===== src/i2cm_pkg.sv =====
`default_nettype none
package i2cm_pkg;
   localparam int unsigned CLK_HZ = 50_000_000;
   localparam int unsigned SCL_HZ = 100_000;
   localparam logic [2:0]  REG_CTRL = 3'h0;
   localparam logic [2:0]  REG_STAT = 3'h1;
   localparam logic [2:0]  REG_MASK = 3'h2;
   localparam logic [2:0]  REG_TX   = 3'h3;
   localparam logic [2:0]  REG_RX   = 3'h4;
   localparam logic [2:0]  REG_ADDR = 3'h5;
   localparam logic [2:0]  REG_BRG  = 3'h6;
   localparam int C_EN   = 15;
   localparam int C_ALL  = 11;
   localparam int C_A10  = 10;
   localparam int C_GC   = 7;
   localparam int C_ACKV = 5;
   localparam int C_ACK  = 4;
   localparam int C_RCV  = 3;
   localparam int C_STOP = 2;
   localparam int C_RS   = 1;
   localparam int C_ST   = 0;
   localparam int S_ACK  = 15;
   localparam int S_TRS  = 14;
   localparam int S_BCL  = 10;
   localparam int S_GC   = 9;
   localparam int S_A10  = 8;
   localparam int S_WCOL = 7;
   localparam int S_OV   = 6;
   localparam int S_DA   = 5;
   localparam int S_P    = 4;
   localparam int S_S    = 3;
   localparam int S_RW   = 2;
   localparam int S_RBF  = 1;
   localparam int S_TBF  = 0;
   localparam logic [15:0] CTRL_WMASK = 16'h8CBF;
   localparam logic [15:0] STAT_CMASK = 16'h04C0;
   localparam logic [15:0] STAT_IMPL  = 16'hC7FF;
   localparam logic [15:0] MASK_WMASK = 16'h03FF;
   localparam logic [15:0] ADDR_WMASK = 16'h03FF;
   localparam logic [15:0] OWN_RST    = 16'h0050;
   localparam logic [15:0] BRG_RST    = 16'(CLK_HZ / (4 * SCL_HZ) - 1);
   typedef enum logic [2:0] {M_IDLE, M_START, M_RSTART, M_STOP, M_TX, M_RX, M_ACK} i2cm_mst_e;
   typedef enum logic [2:0] {S_IDLE, S_ADDR, S_RX, S_TX, S_IGN} i2cm_slv_e;
   typedef struct packed {
      logic [2:0]  addr;
      logic [15:0] wdata;
      logic        wr;
      logic        rd;
   } i2cm_bus_s;
   typedef struct packed {
      logic scl_m, scl_s, scl_p, sda_m, sda_s, sda_p;
      logic [15:0] ctl, stat, msk, own, brg, cnt, rdat;
      logic [7:0]  txh, rxh, sh, ssh;
      i2cm_mst_e   ms;
      i2cm_slv_e   ss, sgo;
      logic [1:0]  ph;
      logic [3:0]  bc, sbc;
      logic mst, lw, sda_dm, scl_dm, sda_ds, sda_oe, scl_oe;
   } i2cm_st_s;
endpackage
`default_nettype wire


===== src/i2cm_ctrl.sv =====
// Operation
// - An acknowledge sequence drives ack_value onto data: one is NACK, zero ACK.
// - ack_sequence_request runs the acknowledge bit and clears itself afterwards.
// - master_receive_request receives one byte and clears after its eighth bit.
// - stop_request generates a Stop and clears when it is done.
// - restart_request generates a Repeated Start and clears when it is done.
// - start_request generates a Start and clears when it is done.
// - ack_result takes the acknowledge sampled while the clock is high in the acknowledge slot of each master send.
// - master_tx_active spans eight data bits plus acknowledge of a master send.
// - collision_flag is set on a master collision and held until software clears.
// - general_call_seen sets on general call match, clears on Stop.
// - ten_bit_matched sets on second matching address byte, clears on Stop.
// - Writing tx_holding_reg while busy is dropped and sets tx_write_collision.
// - A received byte meeting a full rx_holding_reg sets rx_overflow.
// - Data-or-address flag clears on address match, sets after data bytes.
// - Start and Stop detection update the start-seen and stop-seen flags.
// - Direction flag follows the read/write bit of each matched address.
// - rx_full_flag sets on a new received byte, clears on register read.
// - tx_full_flag sets on software write, clears when that byte is sent.
// - A set addr_mask_bits bit makes that address bit a don't-care.
// - Unimplemented status and mask bits read as zero.
// - Reserved addresses never match, except the 10-bit header in 10-bit mode; general call needs general_call_enable.
//
// The implementer's own choices: the address-and-strobe port and the placing of the registers.
`timescale 1ns/100ps
`default_nettype none
module i2cm_ctrl (
   input  wire logic                clk,
   input  wire logic                rst,
   input  wire i2cm_pkg::i2cm_bus_s bus,
   output logic [15:0]              rd_data,
   input  wire logic                scl_i,
   output logic                     scl_o,
   output logic                     scl_oe,
   input  wire logic                sda_i,
   output logic                     sda_o,
   output logic                     sda_oe
);
   import i2cm_pkg::*;

   i2cm_st_s st_r;
   i2cm_st_s st_nxt;

   always_comb begin
      logic       tick, srise, sfall, startd, stopd, busy, coll, push, hi, gc, rsv, m7;
      logic [7:0] pb, b;
      tick = 1'b0;
      coll = 1'b0;
      push = 1'b0;
      pb = 8'h00;
      st_nxt = st_r;
      st_nxt.scl_m = scl_i;
      st_nxt.scl_s = st_r.scl_m;
      st_nxt.scl_p = st_r.scl_s;
      st_nxt.sda_m = sda_i;
      st_nxt.sda_s = st_r.sda_m;
      st_nxt.sda_p = st_r.sda_s;
      srise = st_r.scl_s & ~st_r.scl_p;
      sfall = ~st_r.scl_s & st_r.scl_p;
      startd = st_r.scl_s & st_r.scl_p & st_r.sda_p & ~st_r.sda_s;
      stopd = st_r.scl_s & st_r.scl_p & ~st_r.sda_p & st_r.sda_s;
      busy = (st_r.ms != M_IDLE) | st_r.stat[S_TBF];
      b = st_r.ssh;
      rsv = (b[7:4] == 4'h0) | (b[7:3] == 5'h1F) | (b[7:3] == 5'h1E);
      gc = (b == 8'h00) & st_r.ctl[C_GC];
      m7 = ~rsv & ((((b[7:1] ^ st_r.own[6:0]) & ~st_r.msk[6:0]) == 7'h00)
           | st_r.ctl[C_ALL]);
      hi = (b[7:3] == 5'h1E) & ((((b[2:1] ^ st_r.own[9:8]) & ~st_r.msk[9:8]) == 2'h0)
           | st_r.ctl[C_ALL]);

      st_nxt.rdat = 16'h0000;
      if (bus.rd) begin
         case (bus.addr)
            REG_CTRL: st_nxt.rdat = st_r.ctl;
            REG_STAT: st_nxt.rdat = st_r.stat & STAT_IMPL;
            REG_MASK: st_nxt.rdat = st_r.msk & MASK_WMASK;
            REG_TX:   st_nxt.rdat = {8'h00, st_r.txh};
            REG_RX:   st_nxt.rdat = {8'h00, st_r.rxh};
            REG_ADDR: st_nxt.rdat = st_r.own;
            REG_BRG:  st_nxt.rdat = st_r.brg;
            default:  st_nxt.rdat = 16'h0000;
         endcase
         if (bus.addr == REG_RX) begin
            st_nxt.stat[S_RBF] = 1'b0;
         end
      end
      if (bus.wr) begin
         case (bus.addr)
            REG_CTRL: st_nxt.ctl = bus.wdata & CTRL_WMASK;
            REG_STAT: st_nxt.stat = st_r.stat & ~(STAT_CMASK & ~bus.wdata);
            REG_MASK: st_nxt.msk = bus.wdata & MASK_WMASK;
            REG_TX: begin
               if (busy) begin
                  st_nxt.stat[S_WCOL] = 1'b1;
               end else begin
                  st_nxt.txh = bus.wdata[7:0];
                  st_nxt.stat[S_TBF] = 1'b1;
               end
            end
            REG_ADDR: st_nxt.own = bus.wdata & ADDR_WMASK;
            REG_BRG: begin
               st_nxt.brg = bus.wdata;
               st_nxt.cnt = 16'h0000;
            end
            default: ;
         endcase
      end

      // A zero reload still gives one tick per cycle, so the bus never stalls.
      if (st_r.cnt == 16'h0000) begin
         tick = 1'b1;
         st_nxt.cnt = st_r.brg;
      end else begin
         st_nxt.cnt = st_r.cnt - 16'h0001;
      end

      if (startd) begin
         st_nxt.stat[S_S] = 1'b1;
         st_nxt.stat[S_P] = 1'b0;
      end
      if (stopd) begin
         st_nxt.stat[S_P] = 1'b1;
         st_nxt.stat[S_S] = 1'b0;
         st_nxt.stat[S_GC] = 1'b0;
         st_nxt.stat[S_A10] = 1'b0;
      end

      // Request bits stay set until the sequence ends so software can poll them.
      if (tick && !(st_r.ph == 2'd2 && !st_r.scl_s && st_r.ms >= M_TX)) begin
         st_nxt.ph = st_r.ph + 2'd1;
      end
      case (st_r.ms)
         M_IDLE: begin
            st_nxt.ph = 2'd0;
            st_nxt.bc = 4'h0;
            if (st_r.ctl[C_ST]) st_nxt.ms = M_START;
            else if (st_r.ctl[C_RS]) st_nxt.ms = M_RSTART;
            else if (st_r.ctl[C_STOP]) st_nxt.ms = M_STOP;
            else if (st_r.ctl[C_ACK]) st_nxt.ms = M_ACK;
            else if (st_r.ctl[C_RCV]) st_nxt.ms = M_RX;
            else if (st_r.stat[S_TBF] && st_r.mst) begin
               st_nxt.ms = M_TX;
               st_nxt.sh = st_r.txh;
               st_nxt.stat[S_TRS] = 1'b1;
            end
         end
         M_START: if (tick) begin
            case (st_r.ph)
               2'd0: coll = ~st_r.sda_s | ~st_r.scl_s;
               2'd1: st_nxt.sda_dm = 1'b1;
               2'd2: st_nxt.scl_dm = 1'b1;
               default: begin
                  st_nxt.ctl[C_ST] = 1'b0;
                  st_nxt.mst = 1'b1;
                  st_nxt.ms = M_IDLE;
               end
            endcase
         end
         M_RSTART: if (tick) begin
            case (st_r.ph)
               2'd0: st_nxt.sda_dm = 1'b0;
               2'd1: st_nxt.scl_dm = 1'b0;
               2'd2: begin
                  coll = ~st_r.sda_s;
                  st_nxt.sda_dm = 1'b1;
               end
               default: begin
                  st_nxt.scl_dm = 1'b1;
                  st_nxt.ctl[C_RS] = 1'b0;
                  st_nxt.ms = M_IDLE;
               end
            endcase
         end
         M_STOP: if (tick) begin
            case (st_r.ph)
               2'd0: st_nxt.sda_dm = 1'b1;
               2'd1: st_nxt.scl_dm = 1'b0;
               2'd2: st_nxt.sda_dm = 1'b0;
               default: begin
                  st_nxt.ctl[C_STOP] = 1'b0;
                  st_nxt.mst = 1'b0;
                  st_nxt.ms = M_IDLE;
               end
            endcase
         end
         M_TX, M_RX, M_ACK: if (tick) begin
            case (st_r.ph)
               2'd0: begin
                  st_nxt.scl_dm = 1'b1;
                  if (st_r.ms == M_ACK) st_nxt.sda_dm = ~st_r.ctl[C_ACKV];
                  else if (st_r.ms == M_TX && st_r.bc < 4'h8) st_nxt.sda_dm = ~st_r.sh[7];
                  else st_nxt.sda_dm = 1'b0;
               end
               2'd1: st_nxt.scl_dm = 1'b0;
               2'd2: if (st_r.scl_s) begin
                  st_nxt.sh = {st_r.sh[6:0], st_r.sda_s};
                  if (st_r.ms == M_TX && st_r.bc < 4'h8) coll = ~st_r.sda_dm & ~st_r.sda_s;
                  if (st_r.ms == M_TX && st_r.bc == 4'h8) st_nxt.stat[S_ACK] = st_r.sda_s;
               end
               default: begin
                  st_nxt.scl_dm = 1'b1;
                  st_nxt.bc = st_r.bc + 4'h1;
                  if (st_r.ms == M_TX && st_r.bc == 4'h8) begin
                     st_nxt.stat[S_TRS] = 1'b0;
                     st_nxt.stat[S_TBF] = 1'b0;
                     st_nxt.ms = M_IDLE;
                  end else if (st_r.ms == M_RX && st_r.bc == 4'h7) begin
                     st_nxt.ctl[C_RCV] = 1'b0;
                     push = 1'b1;
                     pb = st_nxt.sh;
                     st_nxt.ms = M_IDLE;
                  end else if (st_r.ms == M_ACK) begin
                     st_nxt.ctl[C_ACK] = 1'b0;
                     st_nxt.sda_dm = 1'b0;
                     st_nxt.ms = M_IDLE;
                  end
               end
            endcase
         end
         default: st_nxt.ms = M_IDLE;
      endcase
      if (coll) begin
         st_nxt.stat[S_BCL] = 1'b1;
         st_nxt.stat[S_TRS] = 1'b0;
         st_nxt.ctl[4:0] = 5'h00;
         st_nxt.sda_dm = 1'b0;
         st_nxt.scl_dm = 1'b0;
         st_nxt.mst = 1'b0;
         st_nxt.ms = M_IDLE;
      end

      // The slave side does not stretch the clock; software must keep up with the bus.
      if (st_r.mst || st_r.ms != M_IDLE) begin
         st_nxt.ss = S_IDLE;
         st_nxt.sda_ds = 1'b0;
      end else if (startd) begin
         st_nxt.ss = S_ADDR;
         st_nxt.sbc = 4'h0;
         st_nxt.sda_ds = 1'b0;
      end else if (stopd) begin
         st_nxt.ss = S_IDLE;
         st_nxt.lw = 1'b0;
         st_nxt.sda_ds = 1'b0;
      end else if (st_r.ss != S_IDLE && st_r.ss != S_IGN) begin
         if (srise && st_r.ss != S_TX && st_r.sbc < 4'h8) begin
            st_nxt.ssh = {st_r.ssh[6:0], st_r.sda_s};
            st_nxt.sbc = st_r.sbc + 4'h1;
         end
         if (srise && st_r.ss == S_TX && st_r.sbc < 4'h9) begin
            if (st_r.sbc == 4'h8) st_nxt.sgo = st_r.sda_s ? S_IGN : S_TX;
            st_nxt.sbc = st_r.sbc + 4'h1;
         end
         if (sfall && st_r.sbc == 4'h9) begin
            st_nxt.sbc = 4'h0;
            st_nxt.ss = st_r.sgo;
            st_nxt.sda_ds = 1'b0;
            if (st_r.ss == S_TX) begin
               st_nxt.stat[S_TBF] = 1'b0;
               st_nxt.stat[S_DA] = 1'b1;
            end
            if (st_r.sgo == S_TX) begin
               st_nxt.sda_ds = ~st_r.txh[7];
               st_nxt.ssh = {st_r.txh[6:0], 1'b0};
            end
         end else if (sfall && st_r.ss == S_TX) begin
            st_nxt.sda_ds = (st_r.sbc < 4'h8) ? ~st_r.ssh[7] : 1'b0;
            st_nxt.ssh = {st_r.ssh[6:0], 1'b0};
         end else if (sfall && st_r.sbc == 4'h8) begin
            st_nxt.sbc = 4'h9;
            st_nxt.sgo = S_IGN;
            if (st_r.ss == S_RX) begin
               push = 1'b1;
               pb = b;
               st_nxt.stat[S_DA] = 1'b1;
               st_nxt.sda_ds = 1'b1;
               st_nxt.sgo = S_RX;
            end else if (st_r.lw) begin
               st_nxt.lw = 1'b0;
               if (((b ^ st_r.own[7:0]) & ~st_r.msk[7:0]) == 8'h00 || st_r.ctl[C_ALL]) begin
                  st_nxt.stat[S_A10] = 1'b1;
                  st_nxt.stat[S_DA] = 1'b0;
                  st_nxt.stat[S_RW] = 1'b0;
                  st_nxt.sda_ds = 1'b1;
                  st_nxt.sgo = S_RX;
               end
            end else if (gc) begin
               st_nxt.stat[S_GC] = 1'b1;
               st_nxt.stat[S_DA] = 1'b0;
               st_nxt.stat[S_RW] = 1'b0;
               st_nxt.sda_ds = 1'b1;
               st_nxt.sgo = S_RX;
            end else if (st_r.ctl[C_A10] && hi && (!b[0] || st_r.stat[S_A10])) begin
               st_nxt.lw = ~b[0];
               st_nxt.stat[S_RW] = b[0];
               st_nxt.sda_ds = 1'b1;
               st_nxt.sgo = b[0] ? S_TX : S_ADDR;
            end else if (!st_r.ctl[C_A10] && m7) begin
               st_nxt.stat[S_DA] = 1'b0;
               st_nxt.stat[S_RW] = b[0];
               st_nxt.sda_ds = 1'b1;
               st_nxt.sgo = b[0] ? S_TX : S_RX;
            end
         end
      end

      if (push) begin
         if (st_nxt.stat[S_RBF]) begin
            st_nxt.stat[S_OV] = 1'b1;
         end else begin
            st_nxt.rxh = pb;
            st_nxt.stat[S_RBF] = 1'b1;
         end
      end
      if (!st_r.ctl[C_EN]) begin
         st_nxt.ms = M_IDLE;
         st_nxt.ss = S_IDLE;
         st_nxt.mst = 1'b0;
         st_nxt.sda_dm = 1'b0;
         st_nxt.scl_dm = 1'b0;
         st_nxt.sda_ds = 1'b0;
      end
      st_nxt.sda_oe = st_nxt.sda_dm | st_nxt.sda_ds;
      st_nxt.scl_oe = st_nxt.scl_dm;
   end

   // Synchronisers reset high so an idle bus shows no false Start after reset.
   always_ff @(posedge clk or posedge rst) begin
      if (rst) begin
         st_r <= '0;
         st_r.scl_m <= 1'b1;
         st_r.scl_s <= 1'b1;
         st_r.scl_p <= 1'b1;
         st_r.sda_m <= 1'b1;
         st_r.sda_s <= 1'b1;
         st_r.sda_p <= 1'b1;
         st_r.own <= OWN_RST;
         st_r.brg <= BRG_RST;
      end else begin
         st_r <= st_nxt;
      end
   end

   assign rd_data = st_r.rdat;
   assign scl_oe = st_r.scl_oe;
   assign sda_oe = st_r.sda_oe;
   assign scl_o = 1'b0;
   assign sda_o = 1'b0;
endmodule
`default_nettype wire


===== config.mk =====
export PLATFORM = sky130hd
export DESIGN_NAME = i2cm_ctrl
export DESIGN_NICKNAME = d
export VERILOG_FILES = /design/src/i2cm_pkg.sv /design/src/i2cm_ctrl.sv
export SDC_FILE = /design/constraint.sdc
export NUM_CORES = 1
export LEC_CHECK = 0
export BUFFER_PORTS_ARGS = -buffer_cell sky130_fd_sc_hd__buf_2
export CORE_MARGIN = 2
export CORE_UTILIZATION = 50
export DETAILED_ROUTE_END_ITERATION = 8
export GPL_ROUTABILITY_DRIVEN = 0
export GPL_TIMING_DRIVEN = 1
export MAX_ROUTING_LAYER = met4
export PLACE_DENSITY_LB_ADDON = 0.2
export SLEW_MARGIN = 30
export SYNTH_ARGS = -nofsm -noshare
export SYNTH_HDL_FRONTEND = slang
export SYNTH_SLANG_ARGS = --single-unit

===== constraint.sdc =====
create_clock -name clk -period 5.8 [get_ports clk]
set_clock_uncertainty 0.2 [all_clocks]
set_input_delay 1.16 -clock clk [delete_from_list [all_inputs] [get_ports clk]]
set_output_delay 1.16 -clock clk [all_outputs]
set_load 0.02 [all_outputs]

After elaboration in Yosys (flattened, before gate mapping)
Cells that the tools add are included.
W data, S select, Z words.
Operators by class
  equality and inequality tests: 59
  reduce and logical (&&, ||, !) cells: 70
  add/subtract/negate cells: 4
  $lt $le $gt $ge: 4
  mux-type cells: 253
  bitwise logic cells: 46
Operators with widths (count)
  $mux W8: 27
  $mux W1: 135
  $pmux W16 S7: 1
  $mux W3: 31
  $mux W85: 1
  $mux W2: 24
  $ne A4 B4 Y1 const B: 11
  $mux W4: 10
  $mux W16: 2
  $mux W32: 1
  $ne A2 B2 Y1 const B: 15
  $eq A3 B2 Y1 const B: 7
  $mux W10: 2
  $eq A3 B3 Y1 const B: 6
  $logic_and A1 B1 Y1: 18
  $mux W6: 3
  $pmux W1 S2: 9
  $reduce_and A2 Y1: 9
  $and A16 B16 Y16: 1
  $logic_not A16 Y1: 1
  $logic_not A8 Y1: 2
  $not A1 Y1: 16
  $not A11 Y16: 1
  $pmux W8 S2: 1
  54 further kinds: 102
Word-level totals
  logic and storage cells: 470
  input port bits: 25
  bits in registers: 157

Depth between registers and ports, before layout
  depth in word-level cells: 20
  gate-level depth with buffers: 9
  depth with buffers taken out: 8

Least setup slack after synthesis
Ideal clock, no wire load.
  path type: input-to-reg
  start: in bus[19] (netlist bit)
  end: reg st_r[90] (netlist bit)
  slack: 2.829 ns
  data arrival time: 2.647 ns
  cell stages on the path: 8
  path through: buf_2 nor2b_1 buf_2 and2_1 clkbuf_1 nand2_1 buf_2 mux2_2
On the way
  word-level cells in the longest chain between the ends: 2
Ends and longest elaborated chain
  from (decl): RTL line i2cm_ctrl.sv:30  | input wire i2cm_pkg::i2cm_bus_s bus,
  $eq A3 B3 Y1: RTL line i2cm_ctrl.sv:88  | case (bus.addr)
  $reduce_and A2 Y1 (no line)
  to (signal assigned): RTL line i2cm_ctrl.sv:339  | st_r <= st_nxt;
  to (decl): RTL line i2cm_ctrl.sv:41  | i2cm_st_s st_r;
No other way between the ends.
A chain may end at the register's enable or synchronous reset.

Worst setup path after layout
  start: reg st_r[25] (netlist bit)
  end: reg st_r[43] (netlist bit)
On the way
  word-level cells in the longest chain between the ends: 16
  elaborated cells between the ends (all ways): 35
  those cells by class: eq/ne (3); mux (26); reduce/logical (6)
Ends and longest elaborated chain
  $eq A3 B3 Y1: RTL line i2cm_ctrl.sv:132, i2cm_ctrl.sv:207
  $logic_and A1 B1 Y1: RTL line i2cm_ctrl.sv:207  | end else if (st_r.ms == M_RX && st_r.bc == 4'h7) begin
  $mux W1: RTL line i2cm_ctrl.sv:207
  $mux W1: RTL line i2cm_ctrl.sv:203  | if (st_r.ms == M_TX && st_r.bc == 4'h8) begin
  $mux W1: RTL line i2cm_ctrl.sv:187  | case (st_r.ph)
  $mux W1: RTL line i2cm_ctrl.sv:186  | M_TX, M_RX, M_ACK: if (tick) begin
  $mux W1: RTL line i2cm_ctrl.sv:132  | case (st_r.ms)
  $mux W1: RTL line i2cm_ctrl.sv:271  | if (st_r.ss == S_RX) begin
  $mux W1: RTL line i2cm_ctrl.sv:268  | end else if (sfall && st_r.sbc == 4'h8) begin
  $mux W1: RTL line i2cm_ctrl.sv:265  | end else if (sfall && st_r.ss == S_TX) begin
  $mux W1: RTL line i2cm_ctrl.sv:253  | if (sfall && st_r.sbc == 4'h9) begin
  $mux W1: RTL line i2cm_ctrl.sv:244  | end else if (st_r.ss != S_IDLE && st_r.ss != S_IGN) begin
  $mux W1: RTL line i2cm_ctrl.sv:240  | end else if (stopd) begin
  $mux W1: RTL line i2cm_ctrl.sv:236  | end else if (startd) begin
  $mux W1: RTL line i2cm_ctrl.sv:233  | if (st_r.mst || st_r.ms != M_IDLE) begin
  $reduce_and A2 Y1 (no line)
Parallel ways exist; a longest one is shown, timed or not.

==> results_dict.tcl <==
set metrics [dict create \
    synth_ff_type "dfrtp_1" \
    p_clk_share_pct 32.8 \
    grt_first_pass_wirelength_um 35300 \
    final-hold-violation-count 0 \
    rows 47 \
    crit_family "simple AND/OR/NAND/NOR gates" \
    cp-start-kind "flip-flop" \
    synth-edff-count 0 \
    pwr-share-seq_pct 44.3 \
    timing_worst_slew_pin_value_ns 1.03 \
    power_frac_comb_pct 23.0 \
    cp_data_required_time_ns 5.91 \
    reg2regPathDepth 5 \
    die_w_um 134 \
    p_leak_uw 0.00395 \
    sw_frac_of_total_pct 34.4 \
    antenna_cells 0 \
    cpMaxStageDelayCell "nor4_2" \
    peakVddDrop_mv 0.224 \
    fin_crit_ns 3.42 \
    cp_cell_sequence "nor4_2 -> o211ai_1 -> nor2_2 -> mux2_2 -> mux2_2" \
    p_sw_uw 1240 \
    htree_num_levels 4 \
    holdPathStages 0 \
    worstSetupPathType "flip-flop to flip-flop" \
    start_util_pct 50.9 \
    core_area_um2 16500 \
    dp_hpwl_um 15900 \
    fin_setup_tns_ns 0 \
    grt_usage_pct 26.3 \
    hp-class "flip-flop to flip-flop" \
    numPortBuffers 42 \
    clockRootBuffer "clkbuf_16" \
    synth.distinct_cells 76 \
    rsz0062_at_grt "no" \
    drtAntennaViolNets 0 \
    maxCapViolations 0 \
    worstReg2RegStart "st_r[25]$_DFFE_PP0P_" \
    numCtsBuffers 17 \
    die_h_um 134 \
    final_cell_mix "141 x dfrtp_1, 81 x nand2_1, 79 x nor2_1, 74 x mux2_2, 49 x o21ai_0" \
    netlist_area_um2 8390 \
    io_pins 45 \
    avgViaCountPerCell 6.08 \
    worstSetupEndpointType "flip-flop" \
    syn_area_per_cell_um2 9.90 \
    intPower_uw 2370 \
    areaGrowthSynthToFinish_pct 10.0 \
    crit_path_frequent_cell "mux2_2" \
    die_area_um2 17800 \
    whs_endpoint "st_nxt[170]$_DFF_PP1_" \
    cts_setup_buffers 0 \
    final_common_cell "dfrtp_1" \
    clk_latency_ns 0.43 \
    max_freq_ghz 0.292 \
    fin_crit_sh_pct 59.0 \
    grt_max_degree 111 \
    slew_headroom_pct 31.4 \
    synthArstFlopShare_pct 100 \
    total_power_uw 3610 \
    outcome "completed" \
    first_global_vias 6489 \
    drive_gt1_share_pct 21.3 \
    drtIter0Drc 741 \
    synth_warnings 0 \
    hold_start "st_nxt[171]$_DFF_PP1_" \
    dp.cells 1052 \
    synthCells 847 \
    stdcell_count 1084 \
    r2r_setup_slack_ns 2.38 \
    post_drt_wl_per_cell_um 20.0 \
    cts_tree "done" \
    cts.sinks 154 \
    crit_arrival_ns 3.53 \
    worstPathMaxFanout 24 \
    hold_buffers 0 \
    n_fill_cell 1390 \
    final-setup-viol-count 0 \
    reg2reg_to "st_r[43]$_DFFE_PP0P_" \
    grt_overflow 0 \
    dr.pass1.iters 5 \
    slew_violations 0 \
    power_density_nw_per_um2 391 \
    cp_num_buf_inv 0 \
    wirelength_um 21700 \
    vias 6591 \
    clockBufferDepth 2 \
    nets 887 \
    clk_pin_slew_ns 0.06 \
    synth-seq-cells 154 \
    drc 0 \
    cpPeakStageDelay_ns 0.68 \
    antenna_found_initial 0 \
    place_area_um2 8600 \
    yosysSeqAreaShare_pct 46.1 \
    fin_area_um2 9230 \
    utilization_pct 56.0 \
    cts_resized 0 \
]
==> layout make-up <==
type,instances,area [um2],area share [%]
Clock inverter,13,195,2.11
Clock buffer,19,433,4.69
Multi-Input combinational cell,612,4140,44.8
Sequential cell,154,3870,41.9
Tap cell,220,275,2.98
Inverter,21,86.3,0.935
Timing Repair Buffer,45,233,2.52
==> routing by layer <==
metal | GRT usage (%) | wire length [um] | up-vias
met5 | - | 0 | -
li1 | - | - | 3034
met1 | 34.8 | 9600 | 3230
met2 | 41.3 | 10200 | 283
met4 | 9.10 | 496 | 0
met3 | 4.68 | 1360 | 44
==> per-stage QoR <==
stage,hold WS [ns],setup WS [ns]
global route,0.164,2.18
finish,0.155,2.38
floorplan,0.145,0.312
global placement,0.145,2.33
detailed placement,0.147,2.23
CTS,0.155,2.42
==> flip-flops by register name, indices dropped and copies added (netlist names) <==
name	flops
rd_data	16
scl_oe	1
sda_oe	1
st_nxt	4
st_r	132
==> cell families (layout without fill, tap and decap cells) <==
| family | Yosys count | count (layout) | synth area share (%) |
|---|---|---|---|
| xor gates and xnor gates | 32 | 32 | 3.34 |
| muxes | 96 | 96 | 13.0 |
| and+or+nand+nor | 281 | 281 | 16.6 |
| AOI/OAI and AO/OA | 190 | 190 | 14.7 |
| DFF | 154 | 154 | 46.1 |
| adders and majority gates | 11 | 11 | 1.64 |
| other | 1 | 2 | 0.0447 |
| buffers and inverters | 82 | 98 | 4.58 |
==> worst reg2reg max path, cell delays in order, from the launching register on <==
cell      delay (ns)
dfrtp_1         0.63
nor4_2          0.68
o211ai_1        0.53
nor2_2          0.59
mux2_2          0.41
mux2_2          0.27
==> power by group through the flow <==
stage          logic, uW  registers, uW  clock network, uW
6_report             829           1600               1180
5_1_grt              922           1620               1250
4_1_cts              827           1590               1190
3_5_place_dp         822           1600                  0
3_3_place_gp         795           1600                  0
2_1_floorplan        711           1440                  0
==> cells in the mapped netlist (8+ instances only) <==
| library cell | n | area (um2) |
|---|---|---|
| o21ai_0 | 49 | 245 |
| dfstp_2 | 13 | 342 |
| xnor2_1 | 24 | 210 |
| mux2i_1 | 19 | 190 |
| clkbuf_1 | 33 | 124 |
| ha_1 | 11 | 138 |
| nor2b_1 | 14 | 87.6 |
| o22ai_1 | 11 | 68.8 |
| a21oi_1 | 44 | 220 |
| buf_4 | 18 | 135 |
| a31oi_1 | 12 | 75.1 |
| nor3_1 | 23 | 115 |
| a22oi_1 | 16 | 120 |
| nand2_1 | 81 | 304 |
| mux2_2 | 74 | 833 |
| nand3_1 | 20 | 100 |
| dfrtp_1 | 141 | 3530 |
| xor2_1 | 8 | 70.1 |
| nor2_1 | 79 | 297 |
| inv_1 | 21 | 78.8 |
==> worst max-delay path by stage <==
| stage | startpoint | end | slack (ns) | depth (start not counted) |
|---|---|---|---|---|
| after floorplan | rst | rd_data[0]$_DFF_PP0_ | 0.31 | 1 |
| final | st_r[25]$_DFFE_PP0P_ | st_r[43]$_DFFE_PP0P_ | 2.38 | 5 |
| after detailed placement | bus[19] | st_r[91]$_DFFE_PP0P_ | 2.23 | 5 |
| after global routing | st_r[25]$_DFFE_PP0P_ | st_r[43]$_DFFE_PP0P_ | 2.18 | 5 |
| after CTS | st_r[25]$_DFFE_PP0P_ | st_r[43]$_DFFE_PP0P_ | 2.42 | 5 |
| after global placement | bus[19] | st_r[91]$_DFFE_PP0P_ | 2.33 | 5 |
(Power assumes the default switching activity.)
